## config.mk

```make
export PLATFORM = sky130hd
export DESIGN_NAME = cop_clock_output_path
export DESIGN_NICKNAME = d
export VERILOG_FILES = /design/src/cop_pkg.sv /design/src/cop_clock_output_path.sv /design/src/cop_divider.sv
export SDC_FILE = /design/constraint.sdc
export NUM_CORES = 1
export LEC_CHECK = 0
export BUFFER_PORTS_ARGS = -buffer_cell sky130_fd_sc_hd__buf_2
export CAP_MARGIN = 20
export CORE_MARGIN = 2
export CORE_UTILIZATION = 35
export DETAILED_ROUTE_END_ITERATION = 10
export PLACE_DENSITY = 0.6
export REMOVE_ABC_BUFFERS = 1
export SLEW_MARGIN = 0
export SYNTH_ARGS = -nofsm -noshare
export SYNTH_HDL_FRONTEND = slang
export SYNTH_SLANG_ARGS = --single-unit
```

## constraint.sdc

```tcl
create_clock -name clock -period 2.8 [get_ports clock]
set_input_delay 0.14 -clock clock [delete_from_list [all_inputs] [get_ports clock]]
set_output_delay 0.14 -clock clock [all_outputs]
set_load 0.02 [all_outputs]
```

## src/cop_pkg.sv

```systemverilog
// Package of register layouts, field positions and defaults for the clock output path block
package cop_pkg;

    // ==========================================================
    // Register addresses (low four bits of the serial word)
    localparam logic [3:0] ADDR_RESET_REG   = 4'h0;
    localparam logic [3:0] ADDR_OUT0_REG    = 4'h4;
    localparam logic [3:0] ADDR_OUT3_REG    = 4'h7;
    localparam logic [3:0] ADDR_PRESCALE_REG = 4'hB;
    localparam logic [3:0] ADDR_GLOBAL_REG  = 4'hE;

    // ==========================================================
    // Field positions
    localparam int RESET_BIT_POS   = 31;
    localparam int PATH_SEL_LSB    = 17;
    localparam int OUT_EN_POS      = 16;
    localparam int DIV_LSB         = 8;
    localparam int DLY_LSB         = 4;
    localparam int PRESCALE_POS    = 15;
    localparam int GLOBAL_EN_POS   = 27;
    localparam int SHUTDOWN_POS    = 26;
    localparam int LOCK_SEL_LSB    = 20;
    localparam int REF_DIV_LSB     = 8;
    localparam int WORD_BITS       = 32;
    localparam int NUM_OUTPUTS     = 4;

    // ==========================================================
    // Reset values
    localparam logic [7:0]  DIV_DEFAULT     = 8'h01;
    localparam logic [3:0]  DLY_DEFAULT     = 4'h0;
    localparam logic [11:0] REF_DIV_DEFAULT = 12'h00A;
    localparam logic [3:0]  LOCK_SEL_DEFAULT = 4'h0;

    // ==========================================================
    // Delay figures in picoseconds, and the lock detect prescale factor
    localparam int DLY_STEP_PS      = 150;
    localparam int DLY_FIXED_PS     = 400;
    localparam int DIV_FIXED_PS     = 100;
    localparam int PRESCALE_FACTOR  = 4;

    // ==========================================================
    // Path select modes
    typedef enum logic [1:0] {
        PATH_BYPASS  = 2'h0,
        PATH_DIVIDED = 2'h1,
        PATH_DELAYED = 2'h2,
        PATH_DIV_DLY = 2'h3
    } cop_path_type;

    // Lock pin select codes
    localparam logic [3:0] LOCK_HIZ     = 4'h0;
    localparam logic [3:0] LOCK_HIGH    = 4'h1;
    localparam logic [3:0] LOCK_LOW     = 4'h2;
    localparam logic [3:0] LOCK_DLD_HI  = 4'h3;
    localparam logic [3:0] LOCK_DLD_LO  = 4'h4;
    localparam logic [3:0] LOCK_ALD_PP  = 4'h5;
    localparam logic [3:0] LOCK_ALD_NOD = 4'h6;
    localparam logic [3:0] LOCK_ALD_POD = 4'h7;
    localparam logic [3:0] LOCK_NDIV2   = 4'h9;
    localparam logic [3:0] LOCK_RDIV2   = 4'hB;

    // Per-output settings
    typedef struct packed {
        cop_path_type outputPathSelect;
        logic         outputEnableBit;
        logic [7:0]   outputDivideCode;
        logic [3:0]   outputDelayCode;
    } cop_out_cfg_type;

    // Global settings
    typedef struct packed {
        logic        allOutputsEnable;
        logic        fullShutdownBit;
        logic [3:0]  lockPinSelect;
        logic [11:0] refDivide;
        logic        lockDetectPrescale;
    } cop_glob_cfg_type;

    // Serial link pins after synchronisation
    typedef struct packed {
        logic serialClock;
        logic serialData;
        logic serialLatch;
    } cop_serial_type;

endpackage : cop_pkg

```

## src/cop_clock_output_path.sv

```systemverilog
// Configuration and output gating of a four-output clock conditioner
// How it works
// Divider only acts in divided path modes
// Host pulses alignment pin after programming dividers
// Divide code gives ratio twice its value
// Output divider follows the shared VCO divider
// Divider path adds about 100 ps
// Delay only acts in delayed path modes
// Delay code adds 150 ps per step
// Delay path adds fixed 400 ps
// Per-output enable bit, default disabled
// Global enable or gate pin low kills outputs
// Drive needs own, global enable, gate high
// Prescale bit divides lock detect by four
// Host writes prescale only above 20 MHz
// Host writes fixed bits of global register
// Reference divider is plain binary, default ten
// Lock pin codes zero to four
// Analog lock codes and feedback halved
// Code eleven is reference halved; others invalid
// Shutdown bit stops everything; here lockDetectClock keeps running during shutdown
// Path select bypass, divided, delayed, both
// Fields change only when word is latched
`timescale 1ns/1ps
`default_nettype none
module cop_clock_output_path #(
    parameter int NUM_OUT = cop_pkg::NUM_OUTPUTS
) (
    input  wire logic                    clock,
    input  wire logic                    nrst,
    input  wire logic                    serialClockPin,
    input  wire logic                    serialDataPin,
    input  wire logic                    serialLatchPin,
    input  wire logic                    outputGatePin,
    input  wire logic                    vcoDivClock,
    input  wire logic                    lockDetectRaw,
    input  wire logic                    analogLockRaw,
    input  wire logic                    feedbackDivClock,
    input  wire logic                    refDivClock,
    output var  logic [NUM_OUT-1:0]      clockOut,
    output var  logic [NUM_OUT-1:0]      clockOutEnable,
    output var  logic [NUM_OUT*4-1:0]    outputDelayCode,
    output var  logic [NUM_OUT*2-1:0]    outputPathSelect,
    output var  logic [11:0]             refDivide,
    output var  logic                    lockDetectPrescale,
    output var  logic                    lockDetectClock,
    output var  logic                    fullShutdown,
    output var  logic                    lockIndicatorOut,
    output var  logic                    lockIndicatorOe
);
    import cop_pkg::*;

    typedef struct packed {
        cop_serial_type                     sync1;
        cop_serial_type                     sync2;
        cop_serial_type                     prev;
        logic [WORD_BITS-1:0]               shiftWord;
        cop_out_cfg_type [NUM_OUT-1:0]      outCfg;
        cop_glob_cfg_type                   globCfg;
        logic [1:0]                         gateSync;
        logic [4:0]                         clkSync1;
        logic [4:0]                         clkSync2;
        logic [1:0]                         prescaleCount;
        logic                               prevDldClk;
        logic                               nHalf;
        logic                               rHalf;
        logic                               prevFb;
        logic                               prevRef;
        logic                               prevVco;
        logic [NUM_OUT-1:0]                 outLevel;
    } cop_state_type;

    cop_state_type state_reg;
    cop_state_type state_next;

    function automatic cop_state_type reset_state();
        cop_state_type s;
        s = '0;
        for (int i = 0; i < NUM_OUT; i++) begin
            s.outCfg[i].outputPathSelect = PATH_BYPASS;
            s.outCfg[i].outputEnableBit  = 1'b0;
            s.outCfg[i].outputDivideCode = DIV_DEFAULT;
            s.outCfg[i].outputDelayCode  = DLY_DEFAULT;
        end
        s.globCfg.allOutputsEnable   = 1'b1;
        s.globCfg.fullShutdownBit    = 1'b0;
        s.globCfg.lockPinSelect      = LOCK_SEL_DEFAULT;
        s.globCfg.refDivide          = REF_DIV_DEFAULT;
        s.globCfg.lockDetectPrescale = 1'b0;
        return s;
    endfunction : reset_state

    // Constant reset image, so the asynchronous reset loads no logic
    localparam cop_state_type RESET_STATE = reset_state();

    // ==========================================================
    // Per-output dividers on the synchronised VCO divider clock
    logic [NUM_OUT-1:0] divRun;
    logic [NUM_OUT-1:0] divClk;
    logic [NUM_OUT-1:0] outDrive;
    logic               gateOpen;
    logic               vcoSampled;
    logic               vcoRise;

    assign vcoSampled = state_reg.clkSync2[0];
    assign vcoRise    = state_reg.clkSync2[0] && !state_reg.prevVco;
    // Gate pin has an internal pull-up, so an open pin counts as high
    assign gateOpen = state_reg.globCfg.allOutputsEnable && state_reg.gateSync[1]
        && !state_reg.globCfg.fullShutdownBit;

    genvar g;
    generate
        for (g = 0; g < NUM_OUT; g++) begin : gen_out
            assign divRun[g] = !state_reg.globCfg.fullShutdownBit &&
                (state_reg.outCfg[g].outputPathSelect == PATH_DIVIDED ||
                 state_reg.outCfg[g].outputPathSelect == PATH_DIV_DLY);
            // Divider counts edges of the shared VCO divider output
            cop_divider u_div (
                .clock      (clock),
                .nrst       (nrst),
                .run        (divRun[g]),
                .vcoEdge    (vcoRise),
                .divideCode (state_reg.outCfg[g].outputDivideCode),
                .divOut     (divClk[g])
            );
            assign outDrive[g] = state_reg.outCfg[g].outputEnableBit && gateOpen;
            // Analog delays are not modelled; code and mode go to the delay line
            assign clockOutEnable[g] = outDrive[g];
            // Only delayed modes pass the code, so other modes see zero delay
            assign outputDelayCode[g*4 +: 4] =
                (state_reg.outCfg[g].outputPathSelect == PATH_DELAYED ||
                 state_reg.outCfg[g].outputPathSelect == PATH_DIV_DLY)
                ? state_reg.outCfg[g].outputDelayCode : 4'h0;
            assign outputPathSelect[g*2 +: 2] = state_reg.outCfg[g].outputPathSelect;
        end
    endgenerate

    // ==========================================================
    // Serial shift register and word latch
    logic       risingSclk;
    logic       risingLatch;
    logic [3:0] wordAddr;
    logic       dldEdge;
    logic       fbEdge;
    logic       refEdge;

    always_comb begin
        state_next = state_reg;
        risingSclk  = state_reg.sync2.serialClock && !state_reg.prev.serialClock;
        risingLatch = state_reg.sync2.serialLatch && !state_reg.prev.serialLatch;
        wordAddr    = state_reg.shiftWord[3:0];
        state_next.sync1 = '{serialClock: serialClockPin, serialData: serialDataPin,
                             serialLatch: serialLatchPin};
        state_next.sync2 = state_reg.sync1;
        state_next.prev  = state_reg.sync2;
        state_next.gateSync = {state_reg.gateSync[0], outputGatePin};
        state_next.clkSync1 = {analogLockRaw, refDivClock, feedbackDivClock, lockDetectRaw,
                               vcoDivClock};
        state_next.prevVco  = state_reg.clkSync2[0];
        state_next.clkSync2 = state_reg.clkSync1;
        if (risingSclk) begin
            state_next.shiftWord = {state_reg.shiftWord[WORD_BITS-2:0],
                                    state_reg.sync2.serialData};
        end
        if (risingLatch) begin
            if (wordAddr == ADDR_RESET_REG && state_reg.shiftWord[RESET_BIT_POS]) begin
                state_next.outCfg  = RESET_STATE.outCfg;
                state_next.globCfg = RESET_STATE.globCfg;
            end else if (wordAddr >= ADDR_RESET_REG && wordAddr <= ADDR_OUT3_REG &&
                         (wordAddr >= ADDR_OUT0_REG || wordAddr == ADDR_RESET_REG)) begin
                for (int i = 0; i < NUM_OUT; i++) begin
                    if (wordAddr == ADDR_OUT0_REG + 4'(i) ||
                        (i == 0 && wordAddr == ADDR_RESET_REG)) begin
                        state_next.outCfg[i].outputPathSelect =
                            cop_path_type'(state_reg.shiftWord[PATH_SEL_LSB +: 2]);
                        state_next.outCfg[i].outputEnableBit  = state_reg.shiftWord[OUT_EN_POS];
                        state_next.outCfg[i].outputDivideCode = state_reg.shiftWord[DIV_LSB +: 8];
                        state_next.outCfg[i].outputDelayCode  = state_reg.shiftWord[DLY_LSB +: 4];
                    end
                end
            end else if (wordAddr == ADDR_PRESCALE_REG) begin
                state_next.globCfg.lockDetectPrescale = state_reg.shiftWord[PRESCALE_POS];
            end else if (wordAddr == ADDR_GLOBAL_REG) begin
                state_next.globCfg.allOutputsEnable = state_reg.shiftWord[GLOBAL_EN_POS];
                state_next.globCfg.fullShutdownBit  = state_reg.shiftWord[SHUTDOWN_POS];
                state_next.globCfg.lockPinSelect    = state_reg.shiftWord[LOCK_SEL_LSB +: 4];
                state_next.globCfg.refDivide        = state_reg.shiftWord[REF_DIV_LSB +: 12];
            end
        end
        // Lock detect prescaler: one output edge every four input edges
        dldEdge = state_reg.clkSync2[1] && !state_reg.prevDldClk;
        state_next.prevDldClk = state_reg.clkSync2[1];
        if (dldEdge) begin
            state_next.prescaleCount = state_reg.prescaleCount + 2'h1;
        end
        // Halved feedback and reference dividers for the lock pin
        fbEdge  = state_reg.clkSync2[2] && !state_reg.prevFb;
        refEdge = state_reg.clkSync2[3] && !state_reg.prevRef;
        state_next.prevFb  = state_reg.clkSync2[2];
        state_next.prevRef = state_reg.clkSync2[3];
        if (fbEdge) begin
            state_next.nHalf = ~state_reg.nHalf;
        end
        if (refEdge) begin
            state_next.rHalf = ~state_reg.rHalf;
        end
        // Output level is registered so the pin never sees a decode glitch
        for (int i = 0; i < NUM_OUT; i++) begin
            state_next.outLevel[i] = outDrive[i] && (divRun[i] ? divClk[i] : vcoSampled);
        end
    end

    always_ff @(posedge clock or negedge nrst) begin
        if (!nrst) begin
            state_reg <= RESET_STATE;
        end else begin
            state_reg <= state_next;
        end
    end

    // ==========================================================
    // Configuration outputs
    assign clockOut           = state_reg.outLevel;
    assign refDivide          = state_reg.globCfg.refDivide;
    assign lockDetectPrescale = state_reg.globCfg.lockDetectPrescale;
    assign fullShutdown       = state_reg.globCfg.fullShutdownBit;
    assign lockDetectClock    = state_reg.globCfg.lockDetectPrescale
        ? state_reg.prescaleCount[1] : state_reg.clkSync2[1];

    // ==========================================================
    // Lock indicator pin; open-drain modes drive only one level
    always_comb begin
        lockIndicatorOut = 1'b0;
        lockIndicatorOe  = 1'b0;
        if (!state_reg.globCfg.fullShutdownBit) begin
            case (state_reg.globCfg.lockPinSelect)
                LOCK_HIGH: begin
                    lockIndicatorOut = 1'b1;
                    lockIndicatorOe  = 1'b1;
                end
                LOCK_LOW: begin
                    lockIndicatorOe  = 1'b1;
                end
                LOCK_DLD_HI: begin
                    lockIndicatorOut = state_reg.clkSync2[1];
                    lockIndicatorOe  = 1'b1;
                end
                LOCK_DLD_LO: begin
                    lockIndicatorOut = !state_reg.clkSync2[1];
                    lockIndicatorOe  = 1'b1;
                end
                LOCK_ALD_PP: begin
                    lockIndicatorOut = state_reg.clkSync2[4];
                    lockIndicatorOe  = 1'b1;
                end
                LOCK_ALD_NOD: begin
                    lockIndicatorOe  = !state_reg.clkSync2[4];
                end
                LOCK_ALD_POD: begin
                    lockIndicatorOut = 1'b1;
                    lockIndicatorOe  = state_reg.clkSync2[4];
                end
                LOCK_NDIV2: begin
                    lockIndicatorOut = state_reg.nHalf;
                    lockIndicatorOe  = 1'b1;
                end
                LOCK_RDIV2: begin
                    lockIndicatorOut = state_reg.rHalf;
                    lockIndicatorOe  = 1'b1;
                end
                // Invalid codes float the pin
                default: begin
                    lockIndicatorOut = 1'b0;
                    lockIndicatorOe  = 1'b0;
                end
            endcase
        end
    end

    AST_GATE_KILLS: assert property (@(posedge clock) disable iff (!nrst)
        (!state_reg.globCfg.allOutputsEnable || !state_reg.gateSync[1])
            |-> clockOutEnable == '0)
        else $error("output enabled while gated");
    AST_SHUTDOWN_PIN: assert property (@(posedge clock) disable iff (!nrst)
        fullShutdown |-> !lockIndicatorOe && clockOutEnable == '0)
        else $error("activity during shutdown");
    AST_CFG_HOLD: assert property (@(posedge clock) disable iff (!nrst)
        !$past(risingLatch) |-> $stable(state_reg.globCfg))
        else $error("config changed without latch");
    AST_DELAY_MASK: assert property (@(posedge clock) disable iff (!nrst)
        (outputPathSelect[1:0] inside {2'h0, 2'h1}) |-> outputDelayCode[3:0] == 4'h0)
        else $error("delay code leaked in undelayed mode");
    AST_OUT_LOW: assert property (@(posedge clock) disable iff (!nrst)
        !$past(outDrive[0]) |-> !clockOut[0])
        else $error("disabled output toggled");
    AST_LOCK_HIGH: assert property (@(posedge clock) disable iff (!nrst)
        (state_reg.globCfg.lockPinSelect == LOCK_HIGH && !fullShutdown)
            |-> lockIndicatorOe && lockIndicatorOut)
        else $error("lock pin not high");
    AST_LOCK_HIZ: assert property (@(posedge clock) disable iff (!nrst)
        (state_reg.globCfg.lockPinSelect inside {4'h0, 4'h8, 4'hA, 4'hC, 4'hD, 4'hE, 4'hF})
            |-> !lockIndicatorOe)
        else $error("lock pin driven on invalid code");
    AST_DIV_IDLE: assert property (@(posedge clock) disable iff (!nrst)
        (!divRun[0] && $past(!divRun[0])) |-> !divClk[0])
        else $error("divider ran in bypass mode");

endmodule : cop_clock_output_path
`default_nettype wire

```

## src/cop_divider.sv

```systemverilog
// Even-ratio divider for one clock output
`timescale 1ns/1ps
`default_nettype none
module cop_divider (
    input  wire logic       clock,
    input  wire logic       nrst,
    input  wire logic       run,
    input  wire logic       vcoEdge,
    input  wire logic [7:0] divideCode,
    output var  logic       divOut
);
    import cop_pkg::*;

    typedef struct packed {
        logic [7:0] count;
        logic       level;
    } cop_div_state_type;

    cop_div_state_type state_reg;
    cop_div_state_type state_next;

    // ==========================================================
    // Toggle every code VCO divider edges: ratio is twice the code
    always_comb begin
        state_next = state_reg;
        if (!run || divideCode == 8'h00) begin
            state_next.count = 8'h00;
            state_next.level = 1'b0;
        end else if (vcoEdge) begin
            if (state_reg.count + 8'h01 >= divideCode) begin
                state_next.count = 8'h00;
                state_next.level = ~state_reg.level;
            end else begin
                state_next.count = state_reg.count + 8'h01;
            end
        end
    end

    always_ff @(posedge clock or negedge nrst) begin
        if (!nrst) begin
            state_reg <= '0;
        end else begin
            state_reg <= state_next;
        end
    end

    assign divOut = state_reg.level;

    AST_DIV_HALF_PERIOD: assert property (@(posedge clock) disable iff (!nrst)
        (run && divideCode == 8'h01 && vcoEdge) |=> (divOut != $past(divOut)))
        else $error("divide by two output did not toggle");
    AST_DIV_HOLD: assert property (@(posedge clock) disable iff (!nrst)
        (run && divideCode != 8'h00 && !vcoEdge) |=> $stable(divOut))
        else $error("divider moved without a VCO edge");

endmodule : cop_divider
`default_nettype wire

```

==> impl_summary.log, run 1 <==
INFO  metric clk_transition_reported_paths = 0.07 ns
INFO  metric gr-total-overflow = 0
INFO  metric worst_min_path_class = in -> async
INFO  metric cts-buffers-inserted = 17
INFO  metric vias_in_the_first_global_route = 5792
INFO  metric place_inst = 1181
INFO  metric library_cells_used_by_synthesis = 49
INFO  metric rsz0062_at_grt = false
INFO  metric antennaDiodeCount = 0
INFO  metric worst_path_most_repeated_cell = sky130_fd_sc_hd__a21oi_1
INFO  metric finalNonFillerCells = 1224
INFO  metric clock-skew-final = 0.009821 ns
INFO  metric cts_max_path_buffers = 2
INFO  metric total_grt_usage = 0.1458
INFO  metric die_area = 0.02549 mm2
INFO  metric synth_edf_count = 0
INFO  metric timing.setup.critical_path_class = reg -> reg
INFO  metric setup_slack = 0.2727 ns
INFO  metric number_of_max_capacitance_violations_reported = 0
INFO  metric grt_busiest_layer = met2
INFO  metric drtIter0Drc = 327
INFO  metric cts_setup_buffers = 0
INFO  metric power-per-cell-area = 714.6 mW/mm2
INFO  metric rows = 56
INFO  metric cts_tree = done
INFO  metric timing.critical_path.from_type = flip-flop
INFO  metric vias_per_cell = 4.860
INFO  metric antenna_found_initial = 0
INFO  metric slew_headroom = 0.3781
INFO  metric timing.reg2reg.worst_path_depth = 9
INFO  metric synth_seq_cells = 179
INFO  metric cp_data_arrival_time = 2.82 ns
INFO  metric detail_route.first_pass.iterations = 5
INFO  metric yosysWarnings = 0
INFO  metric worst_path_max_delay_cell = sky130_fd_sc_hd__or4_1
INFO  metric cp_num_cells = 9
INFO  metric worst_hold_slack = 0.2601 ns
INFO  metric detailedPlacementHpwl = 12190 um
INFO  metric finalWorstPathRequiredPeriod = 2.527 ns
INFO  metric design.portCount = 60
INFO  metric vias = 5949
INFO  metric grt_use_met1 = 0.2071
INFO  metric worst_setup_path_end_kind = flip-flop
INFO  metric detail_route.wirelength = 17760 um
INFO  metric irDropWorstVdd = 437.4 uV
INFO  metric largest_register_ff_count = 101
INFO  metric worst-path-buf-inv = 1
INFO  metric power.static_leakage = 4.424 nW
INFO  metric tightest_slew = 0.9306 ns
INFO  metric die_height = 159.7 um
INFO  metric final_layout_size_suffix_gt1_frac = 0.1724
INFO  metric die_w = 159.7 um
INFO  metric post_synth_inst_count = 852
INFO  metric core_area = 0.02361 mm2
INFO  metric largest_net_degree_at_the_start_of_global_routing = 64
INFO  metric totalPowerFinal = 6.904 mW
INFO  metric cts.sink_count = 179
INFO  metric critPathTopFamily = simple AND/OR/NAND/NOR gates
INFO  metric critical_path_peak_fanout = 6
INFO  metric wl_per_cell = 14.51 um
INFO  metric synth_area_per_cell = 9.952 um2
INFO  metric drt_drc_violations_left = 0
INFO  metric grt_pass1_wl = 29950 um
INFO  metric clock.fmax = 395.7 MHz
INFO  metric cpPeakStageDelay = 0.48 ns
INFO  metric run_status = complete, no violations
INFO  metric deepest_level_of_the_cts_h_tree = 4
INFO  metric clock_latency = 0.43 ns
INFO  metric grt_util_met2 = 0.2281
INFO  metric initial_utilization = 0.3591
INFO  metric netlist.area_leader.share = 0.5076
INFO  metric pre_cts_ws = 0.2726 ns
INFO  metric syn_area = 0.008479 mm2
INFO  metric path_cells = nand3_1, buf_4, xnor2_1, ha_1, or4_1, a21oi_1, o31a_1, or3_1, a21oi_1
INFO  metric timing_max_transition_violations_final = 0
INFO  metric postRouteAntennaNets = 0
INFO  metric gr_util_met3 = 0.02675
INFO  metric post-synth-top-count-cell = sky130_fd_sc_hd__dfrtp_1
INFO  metric port-buffer-count = 59
INFO  metric hold_violations = 0
INFO  metric timing.setup.tns = 0 ns
INFO  metric fin_crit_sh = 0.9026
INFO  metric netlist_top_cells_count = 172 x sky130_fd_sc_hd__dfrtp_1, 162 x sky130_fd_sc_hd__nand2_1, 92 x sky130_fd_sc_hd__o21ai_0
INFO  metric asyncSetResetFlopFracSynth = 1.000
INFO  metric netlist.top_cell.by_area = sky130_fd_sc_hd__dfrtp_1
INFO  metric synth-seq-area-share = 0.5293
INFO  metric synth_flop_cell = sky130_fd_sc_hd__dfrtp_1
INFO  metric worst-endpoint-required = 3.09 ns
INFO  metric nets = 939
INFO  metric clock-root-buffer = sky130_fd_sc_hd__clkbuf_16
INFO  metric synthTopCellsByArea = sky130_fd_sc_hd__dfrtp_1 51%, sky130_fd_sc_hd__nand2_1 7.2%, sky130_fd_sc_hd__o21ai_0 5.4%
INFO  metric synthToLayoutAreaGrowth = 13.94%
INFO  metric globalplace.congestion = 0.7988
INFO  metric setup_viol_count_final = 0
==> stage by stage <==
step                utilization  area, um2
finish                   0.4092       9662
global route             0.4092       9662
CTS                      0.4086       9648
detailed placement       0.3798       8969
global placement         0.3798       8969
floorplan                     -       8120
==> cells by family (layout without fill, tap and decap cells) <==
group           after synthesis  in the layout  share of synthesized area
simple gates                312            312                     0.1749
flops                       179            179                     0.5293
compound gates              164            165                     0.1092
buf+inv                      96            148                    0.05607
mux                          37             37                    0.04855
fa+ha+maj                    36             36                    0.05312
xor+xnor                     28             28                    0.02892
==> cell type report <==
type	count	area, um2
fillers	2341	13950
flip-flops and latches	179	4488
clock inverters	13	136.4
well taps	319	399.1
repair buffers	85	546.8
clock buffers	19	442.9
multi-input cells	578	3532
inverters	31	116.4
==> worst register-to-register path: stages (launching register included) <==
cell	delay [ns]
sky130_fd_sc_hd__dfrtp_1	0.46
sky130_fd_sc_hd__nand3_1	0.14
sky130_fd_sc_hd__buf_4	0.18
sky130_fd_sc_hd__xnor2_1	0.14
sky130_fd_sc_hd__ha_1	0.21
sky130_fd_sc_hd__or4_1	0.48
sky130_fd_sc_hd__a21oi_1	0.23
sky130_fd_sc_hd__o31a_1	0.35
sky130_fd_sc_hd__or3_1	0.15
sky130_fd_sc_hd__a21oi_1	0.06
==> placed cells by master (no fill, tap or decap), types with 4 or more instances in the layout <==
cell,count
sky130_fd_sc_hd__ha_1,36
sky130_fd_sc_hd__and3_1,5
sky130_fd_sc_hd__o21ai_0,92
sky130_fd_sc_hd__a21o_1,4
sky130_fd_sc_hd__buf_4,14
sky130_fd_sc_hd__a41o_1,4
sky130_fd_sc_hd__nor4_1,9
sky130_fd_sc_hd__or3_1,4
sky130_fd_sc_hd__xor2_1,12
sky130_fd_sc_hd__mux2i_1,4
sky130_fd_sc_hd__a21oi_1,35
sky130_fd_sc_hd__xnor2_1,16
sky130_fd_sc_hd__nand3_2,4
sky130_fd_sc_hd__a211oi_1,4
sky130_fd_sc_hd__nand4b_1,4
sky130_fd_sc_hd__inv_1,31
sky130_fd_sc_hd__nor2_1,25
sky130_fd_sc_hd__dfstp_2,7
sky130_fd_sc_hd__inv_6,5
sky130_fd_sc_hd__and2_1,20
sky130_fd_sc_hd__buf_2,58
sky130_fd_sc_hd__nor3_1,10
sky130_fd_sc_hd__nor2b_1,10
sky130_fd_sc_hd__dfrtp_1,172
sky130_fd_sc_hd__a31oi_1,12
sky130_fd_sc_hd__mux2_2,31
sky130_fd_sc_hd__nand3_1,34
sky130_fd_sc_hd__dlygate4sd3_1,10
sky130_fd_sc_hd__clkbuf_16,17
sky130_fd_sc_hd__nand3b_1,6
sky130_fd_sc_hd__nand2_1,162
sky130_fd_sc_hd__nand2b_1,10
==> path summary, 6_finish.rpt <==
kind | start | endpoint | slack (ns)
setup / recovery | gen_out[3].u_div.state_reg[3] | gen_out[3].u_div.divOut | 0.27
hold / removal | nrst | outputPathSelect[1] | 0.26
setup reg to reg | gen_out[3].u_div.state_reg[3] | gen_out[3].u_div.divOut | 0.27
hold reg to reg | state_next[140] | state_next[137] | 0.34
max in group asynchronous | nrst | state_reg[62] | 1.72
min in group clock | state_next[140] | state_next[137] | 0.34
==> metal layers <==
metal  vias up  part of all wire
li1       2961                 -
met3        13             0.030
met1      2880              0.49
met4         0             0.014
met5         -                 0
met2        95              0.46
==> power breakdown <==
group	switching [mW]	internal (mW)	leakage (nW)
Sequential	0.283	2.97	2.37
Clock	1.07	1.28	0.281
Combinational	0.798	0.493	1.77
==> repair_timing <==
item / 4_1_cts / 5_1_grt
resized for setup: 0 / 1
endpoints found under the setup margin: 0 / 2
hold buffers: 10 / 0
hold endpoints to repair: 66 / 0
Power figures use the tool's default switching activity.
==> inputs of run 2 (changes only) <==
Settings changed: CORE_MARGIN 2 to unset.
==> impl_summary.log, run 2 (synthesis results as in run 1) <==
INFO  metric total_grt_usage = 0.1558 (was 0.1458)
INFO  metric pre_cts_ws = 0.2821 ns (was 0.2726 ns)
INFO  metric power.share.clock = 0.349 (was 0.341)
INFO  metric timing_max_transition_violations_final = 0 (unchanged)
INFO  metric commonest_non_fill_non_tap_cell_in_the_layout = sky130_fd_sc_hd__dfrtp_1 (unchanged)
INFO  metric final_layout_size_suffix_gt1_frac = 0.1717 (was 0.1724)
INFO  metric fin_crit_sh = 0.9013 (was 0.9026)
INFO  metric final_cell_mix = 172 x sky130_fd_sc_hd__dfrtp_1, 162 x sky130_fd_sc_hd__nand2_1, 92 x sky130_fd_sc_hd__o21ai_0, 58 x sky130_fd_sc_hd__buf_2, 36 x sky130_fd_sc_hd__ha_1 (unchanged)
INFO  metric final_core_util = 0.4092 (unchanged)
INFO  metric detail_route.first_pass.iterations = 4 (was 5)
INFO  metric rows = 56 (unchanged)
INFO  metric cp_data_arrival_time = 2.87 ns (was 2.82 ns)
INFO  metric worst_path_max_delay_cell = sky130_fd_sc_hd__dfrtp_1 (was sky130_fd_sc_hd__or4_1)
INFO  metric power-per-cell-area = 719.1 mW/mm2 (was 714.6 mW/mm2)
INFO  metric timing.setup.critical_path_class = reg -> reg (unchanged)
INFO  metric timing.critical_path.from_type = flip-flop (unchanged)
INFO  metric share_comb_of_total_power = 0.183 (was 0.187)
INFO  metric cts_tree = done (unchanged)
INFO  metric design.portCount = 60 (unchanged)
INFO  metric worst_min_path_class = in -> async (unchanged)
INFO  metric globalplace.congestion = 0.8109 (was 0.7988)
INFO  metric die_area = 0.02485 mm2 (was 0.02549 mm2)
INFO  metric timing.setup.tns = 0 ns (unchanged)
INFO  metric initial_utilization = 0.3591 (unchanged)
INFO  metric setup_viol_count_final = 0 (unchanged)
INFO  metric finalWorstPathRequiredPeriod = 2.524 ns (was 2.527 ns)
INFO  metric worst-endpoint-required = 3.15 ns (was 3.09 ns)
INFO  metric post_dp_cell_area = 0.008961 mm2 (was 0.008969 mm2)
INFO  metric sequentialPowerShare = 0.469 (was 0.472)
INFO  metric clock-skew-final = 0.01166 ns (was 0.009821 ns)
INFO  metric clock.fmax = 396.2 MHz (was 395.7 MHz)
INFO  metric path_cells = ha_1, nand3_1, nor2_1, xor2_1, ha_1, a21o_1, a21oi_1, o31a_2, nand4b_1, a31oi_1 (was nand3_1, buf_4, xnor2_1, ha_1, or4_1, a21oi_1, o31a_1, or3_1, a21oi_1)
INFO  metric power.static_leakage = 4.429 nW (was 4.424 nW)
INFO  metric irDropWorstVdd = 549.7 uV (was 437.4 uV)
INFO  metric detailedPlacementHpwl = 12330 um (was 12190 um)
INFO  metric run_status = complete, no violations (unchanged)
INFO  metric rsz0062_at_grt = false (unchanged)
INFO  metric clk_transition_reported_paths = 0.08 ns (was 0.07 ns)
INFO  metric cts.sink_count = 179 (unchanged)
INFO  metric worst_hold_slack = 0.2661 ns (was 0.2601 ns)
INFO  metric port-buffer-count = 59 (unchanged)
INFO  metric drtIter0Drc = 266 (was 327)
INFO  metric setup_slack = 0.2763 ns (was 0.2727 ns)
INFO  metric die_w = 157.7 um (was 159.7 um)
INFO  metric worst_setup_path_end_kind = flip-flop (unchanged)
INFO  metric die_height = 157.7 um (was 159.7 um)
INFO  metric largest_register_ff_count = 101 (unchanged)
INFO  metric clock_latency = 0.43 ns (about the same)
INFO  metric postRouteAntennaNets = 0 (unchanged)
INFO  metric netSwitchingPower = 2.204 mW (was 2.155 mW)
INFO  metric largest_net_degree_at_the_start_of_global_routing = 68 (was 64)
INFO  metric nets = 937 (was 939)
INFO  metric resized_cells_post_cts = 0 (unchanged)
INFO  metric antenna_found_initial = 1 (was 0)
INFO  metric cts_max_path_buffers = 2 (unchanged)
INFO  metric tightest_slew = 0.9335 ns (was 0.9306 ns)
INFO  metric core_area = 0.02361 mm2 (unchanged)
INFO  metric p_int = 4.744 mW (was 4.748 mW)
INFO  metric drt_drc_violations_left = 0 (unchanged)
INFO  metric cpPeakStageDelay = 0.42 ns (was 0.48 ns)
INFO  metric critical_path_peak_fanout = 13 (was 6)
INFO  metric clock-root-buffer = sky130_fd_sc_hd__clkbuf_16 (unchanged)
INFO  metric post-route-cell-area = 0.009662 mm2 (unchanged)
INFO  metric deepest_level_of_the_cts_h_tree = 4 (unchanged)
INFO  metric vias_in_the_first_global_route = 5707 (was 5792)
INFO  metric critPathTopFamily = compound AO/OA/AOI/OAI gates (was simple AND/OR/NAND/NOR gates)
INFO  metric worst-path-buf-inv = 0 (was 1)
INFO  metric wl_per_cell = 14.56 um (was 14.51 um)
INFO  metric synthToLayoutAreaGrowth = 13.94% (unchanged)
INFO  metric cts-buffers-inserted = 17 (unchanged)
INFO  metric antennaDiodeCount = 0 (unchanged)
INFO  metric detail_route.wirelength = 17790 um (was 17760 um)
INFO  metric slew_headroom = 0.3762 (was 0.3781)
INFO  metric worst_path_most_repeated_cell = sky130_fd_sc_hd__ha_1 (was sky130_fd_sc_hd__a21oi_1)
INFO  metric hold_violations = 0 (unchanged)
INFO  metric gr-total-overflow = 0 (unchanged)
INFO  metric cts_setup_buffers = 0 (unchanged)
INFO  metric number_of_max_capacitance_violations_reported = 0 (unchanged)
INFO  metric sw_frac = 0.3172 (was 0.3122)
INFO  metric vias = 5872 (was 5949)
INFO  metric vias_per_cell = 4.805 (was 4.860)
INFO  metric grt_pass1_wl = 29840 um (was 29950 um)
==> run 2: power groups by stage <==
stage                     Clock, mW  Combinational [mW]  Sequential, mW
after floorplan                   0               0.813            3.24
after CTS                      2.49                1.28            3.26
after global routing           2.59                1.45            3.32
after global placement            0                1.23            3.30
final                          2.42                1.27            3.26
after detailed placement          0                1.26            3.31
==> run 2: path summary, 6_finish.rpt <==
kind / from / to / slack (ns) / depth (start not counted)
hold / removal: nrst / state_reg[44] / 0.27 / 2
min in group clock: serialDataPin / state_next[139] / 0.35 / 2
max in group asynchronous: nrst / state_reg[77] / 1.60 / 3
hold reg to reg: state_next[16] / state_reg[16] / 0.35 / 0
setup / recovery: gen_out[3].u_div.state_reg[1] / gen_out[3].u_div.state_reg[3] / 0.28 / 10
setup reg to reg: gen_out[3].u_div.state_reg[1] / gen_out[3].u_div.state_reg[3] / 0.28 / 10
==> run 2: timing repair <==
action	4_1_cts	5_1_grt
hold endpoints to repair	70	0
endpoints found under the setup margin	0	0
hold buffers	10	0
==> run 2: final cells by class <==
| class | instances | area, um2 |
|---|---|---|
| multi-input cells | 577 | 3518 |
| clock inverters | 14 | 161.4 |
| well taps | 319 | 399.1 |
| flip-flops and latches | 179 | 4488 |
| repair buffers | 84 | 539.3 |
| inverters | 31 | 116.4 |
| clock buffers | 18 | 439.2 |
| fillers | 2355 | 13950 |
==> run 2: per-stage QoR <==
stage | power [mW] | std cells
2_1_floorplan | 4.049 | 787
3_3_place_gp | 4.528 | 1180
3_5_place_dp | 4.569 | 1180
4_1_cts | 7.032 | 1222
5_1_grt | 7.355 | 1222
6_report | 6.948 | 1222
==> run 2: worst reg2reg max path, cell delays in order (launching register included) <==
cell                       delay, ns
sky130_fd_sc_hd__dfrtp_1        0.42
sky130_fd_sc_hd__ha_1           0.24
sky130_fd_sc_hd__nand3_1        0.19
sky130_fd_sc_hd__nor2_1         0.17
sky130_fd_sc_hd__xor2_1         0.20
sky130_fd_sc_hd__ha_1           0.28
sky130_fd_sc_hd__a21o_1         0.18
sky130_fd_sc_hd__a21oi_1        0.13
sky130_fd_sc_hd__o31a_2         0.33
sky130_fd_sc_hd__nand4b_1       0.14
sky130_fd_sc_hd__a31oi_1        0.17
==> run 2: metal layers <==
| metal | up-vias | part of all wire | track usage |
|---|---|---|---|
| met5 | - | 0 | 0 |
| met4 | 0 | 0.0065 | 0.03837 |
| met3 | 7 | 0.033 | 0.03449 |
| met2 | 71 | 0.47 | 0.2431 |
| met1 | 2837 | 0.49 | 0.2187 |
| li1 | 2957 | - | - |
==> inputs of run 3 (changes only) <==
Settings changed: CAP_MARGIN 20 to unset, CORE_ASPECT_RATIO set to 0.8, SKIP_LAST_GASP set to 1.
==> impl_summary.log, run 3 (synthesis results as in run 1) <==
INFO  metric final_cell_mix = 171 x sky130_fd_sc_hd__dfrtp_1, 162 x sky130_fd_sc_hd__nand2_1, 92 x sky130_fd_sc_hd__o21ai_0, 58 x sky130_fd_sc_hd__buf_2, 36 x sky130_fd_sc_hd__ha_1 (was 172 x sky130_fd_sc_hd__dfrtp_1, 162 x sky130_fd_sc_hd__nand2_1, 92 x sky130_fd_sc_hd__o21ai_0, 58 x sky130_fd_sc_hd__buf_2, 36 x sky130_fd_sc_hd__ha_1)
INFO  metric port-buffer-count = 59 (unchanged)
INFO  metric clk_transition_reported_paths = 0.07 ns (was 0.08 ns)
INFO  metric clock-root-buffer = sky130_fd_sc_hd__clkbuf_16 (unchanged)
INFO  metric synthToLayoutAreaGrowth = 13.49% (was 13.94%)
INFO  metric vias = 5839 (was 5872)
INFO  metric cts_max_path_buffers = 2 (unchanged)
INFO  metric postRouteAntennaNets = 0 (unchanged)
INFO  metric detail_route.first_pass.iterations = 4 (unchanged)
INFO  metric critical_path_peak_fanout = 14 (was 13)
INFO  metric worst_path_max_delay_cell = sky130_fd_sc_hd__dfrtp_1 (unchanged)
INFO  metric number_of_max_capacitance_violations_reported = 0 (unchanged)
INFO  metric rows = 50 (was 56)
INFO  metric globalplace.congestion = 0.8027 (was 0.8109)
INFO  metric antennaDiodeCount = 0 (unchanged)
INFO  metric tightest_slew = 0.9064 ns (was 0.9335 ns)
INFO  metric nets = 938 (was 937)
INFO  metric fin_crit_sh = 0.9079 (was 0.9013)
INFO  metric vias_per_cell = 4.802 (was 4.805)
INFO  metric cts_tree = done (unchanged)
INFO  metric detail_route.wirelength = 17850 um (was 17790 um)
INFO  metric grt_pass1_wl = 29990 um (was 29840 um)
INFO  metric path_cells = ha_1, nand3_1, nor2_1, xor2_1, ha_1, a21o_1, a21oi_1, o31a_4, nand4b_1, a31oi_1 (was ha_1, nand3_1, nor2_1, xor2_1, ha_1, a21o_1, a21oi_1, o31a_2, nand4b_1, a31oi_1)
INFO  metric largest_register_ff_count = 101 (unchanged)
INFO  metric largest_net_degree_at_the_start_of_global_routing = 89 (was 68)
INFO  metric final_core_util = 0.4080 (was 0.4092)
INFO  metric worst_setup_path_end_kind = flip-flop (unchanged)
INFO  metric slew_headroom = 0.3943 (was 0.3762)
INFO  metric timing.setup.tns = 0 ns (unchanged)
INFO  metric rsz0062_at_grt = false (unchanged)
INFO  metric cpPeakStageDelay = 0.42 ns (about the same)
INFO  metric die_height = 141.2 um (was 157.7 um)
INFO  metric finalWorstPathRequiredPeriod = 2.542 ns (was 2.524 ns)
INFO  metric power-per-cell-area = 716.1 mW/mm2 (was 719.1 mW/mm2)
INFO  metric commonest_non_fill_non_tap_cell_in_the_layout = sky130_fd_sc_hd__dfrtp_1 (unchanged)
INFO  metric reg2reg_to = gen_out[1].u_div.state_reg[3] (was gen_out[3].u_div.state_reg[3])
INFO  metric timing.setup.critical_path_class = reg -> reg (unchanged)
INFO  metric timing.reg2reg.worst_path_depth = 10 (unchanged)
INFO  metric die_area = 0.02486 mm2 (was 0.02485 mm2)
INFO  metric worst_path_most_repeated_cell = sky130_fd_sc_hd__ha_1 (unchanged)
INFO  metric core_area = 0.02359 mm2 (was 0.02361 mm2)
INFO  metric pre_cts_ws = 0.2604 ns (was 0.2821 ns)
INFO  metric wl_per_cell = 14.68 um (was 14.56 um)
INFO  metric power.static_leakage = 4.398 nW (was 4.429 nW)
INFO  metric timing.critical_path.from_type = flip-flop (unchanged)
INFO  metric r2r_setup_slack = 0.26 ns (was 0.28 ns)
INFO  metric detailedPlacementHpwl = 12470 um (was 12330 um)
INFO  metric num-fill-cells = 2281 (was 2355)
INFO  metric totalPowerFinal = 6.891 mW (was 6.948 mW)
INFO  metric final_layout_size_suffix_gt1_frac = 0.1704 (was 0.1717)
INFO  metric antenna_found_initial = 0 (was 1)
INFO  metric die_w = 176.0 um (was 157.7 um)
INFO  metric finalNonFillerCells = 1216 (was 1222)
INFO  metric drtIter0Drc = 416 (was 266)
INFO  metric critPathTopFamily = compound AO/OA/AOI/OAI gates (unchanged)
INFO  metric clock_latency = 0.44 ns (was 0.43 ns)
INFO  metric place_inst = 1173 (was 1180)
INFO  metric run_status = complete, no violations (unchanged)
INFO  metric r2r-start = gen_out[1].u_div.state_reg[1] (was gen_out[3].u_div.state_reg[1])
INFO  metric irDropWorstVdd = 444.8 uV (was 549.7 uV)
INFO  metric gr-total-overflow = 0 (unchanged)
INFO  metric cts.sink_count = 179 (unchanged)
INFO  metric worst_min_path_class = in -> async (unchanged)
INFO  metric worst-endpoint-required = 3.14 ns (was 3.15 ns)
INFO  metric initial_utilization = 0.3595 (was 0.3591)
INFO  metric cts-buffers-inserted = 17 (unchanged)
INFO  metric deepest_level_of_the_cts_h_tree = 4 (unchanged)
INFO  metric design.portCount = 60 (unchanged)
INFO  metric clock.fmax = 393.4 MHz (was 396.2 MHz)
INFO  metric setup_viol_count_final = 0 (unchanged)
INFO  metric cp_data_arrival_time = 2.89 ns (was 2.87 ns)
INFO  metric clock-skew-final = 0.01593 ns (was 0.01166 ns)
INFO  metric total_grt_usage = 0.1546 (was 0.1558)
INFO  metric worst-path-buf-inv = 0 (unchanged)
INFO  metric vias_in_the_first_global_route = 5592 (was 5707)
INFO  metric drt_drc_violations_left = 0 (unchanged)
INFO  metric timing_max_transition_violations_final = 0 (unchanged)
INFO  metric hold_violations = 0 (unchanged)
INFO  metric setup_slack = 0.2579 ns (was 0.2763 ns)
==> run 3: changes by cell type in the layout (fill, tap and decap cells not counted), sizes merged <==
cell	previous run	this run
clkinv	3	4
inv	40	34
clkinvlp	1	4
clkbuf	18	21
==> run 3: stage by stage <==
step | hold WS (ns) | area [um2]
detailed placement | 0.2493 | 8955
global route | 0.3327 | 9623
floorplan | -0.1556 | 8120
finish | 0.3143 | 9623
global placement | 0.2481 | 8955
CTS | 0.3202 | 9602
==> run 3: how the worst max path moves through the flow <==
stage / to / start / depth (start not counted) / slack (ns)
after detailed placement: gen_out[3].u_div.state_reg[3] / gen_out[3].u_div.state_reg[1] / 10 / 0.26
after floorplan: gen_out[0].u_div.state_reg[3] / gen_out[0].u_div.state_reg[1] / 9 / 0.40
after global routing: gen_out[1].u_div.state_reg[3] / gen_out[1].u_div.state_reg[1] / 10 / 0.02
after global placement: gen_out[3].u_div.state_reg[3] / gen_out[3].u_div.state_reg[1] / 10 / 0.32
final: gen_out[1].u_div.state_reg[3] / gen_out[1].u_div.state_reg[1] / 10 / 0.26
after CTS: gen_out[3].u_div.state_reg[3] / gen_out[3].u_div.state_reg[1] / 10 / 0.25
==> run 3: per-layer routing <==
layer	global-route usage	up-vias	share of wire
met5	0	-	0
met2	0.2167	66	0.43
li1	-	2954	-
met4	0.04531	0	0.011
met1	0.2370	2806	0.54
met3	0.03074	13	0.024
==> run 3: repair_timing <==
item                       4_1_cts  5_1_grt
hold buffers                    10        0
setup endpoints to repair        0        2
hold endpoints to repair        92        0
resized for setup                0        1
buffers inserted                 0        1
==> run 3: cell type report <==
type | count | area [um2] | share of cell area
clock buffer | 20 | 436.7 | 0.04538
tap | 312 | 390.4 | 0.04057
clock inverter | 12 | 110.1 | 0.01144
inverter | 31 | 116.4 | 0.01209
multi-input combinational | 577 | 3518 | 0.3656
timing repair buffer | 85 | 561.8 | 0.05838
sequential | 179 | 4489 | 0.4665
==> run 3: power breakdown <==
group / leakage [nW] / switching [mW] / internal, mW
Clock: 0.257 / 1.02 / 1.23
Combinational: 1.77 / 0.826 / 0.550
Sequential: 2.37 / 0.291 / 2.97
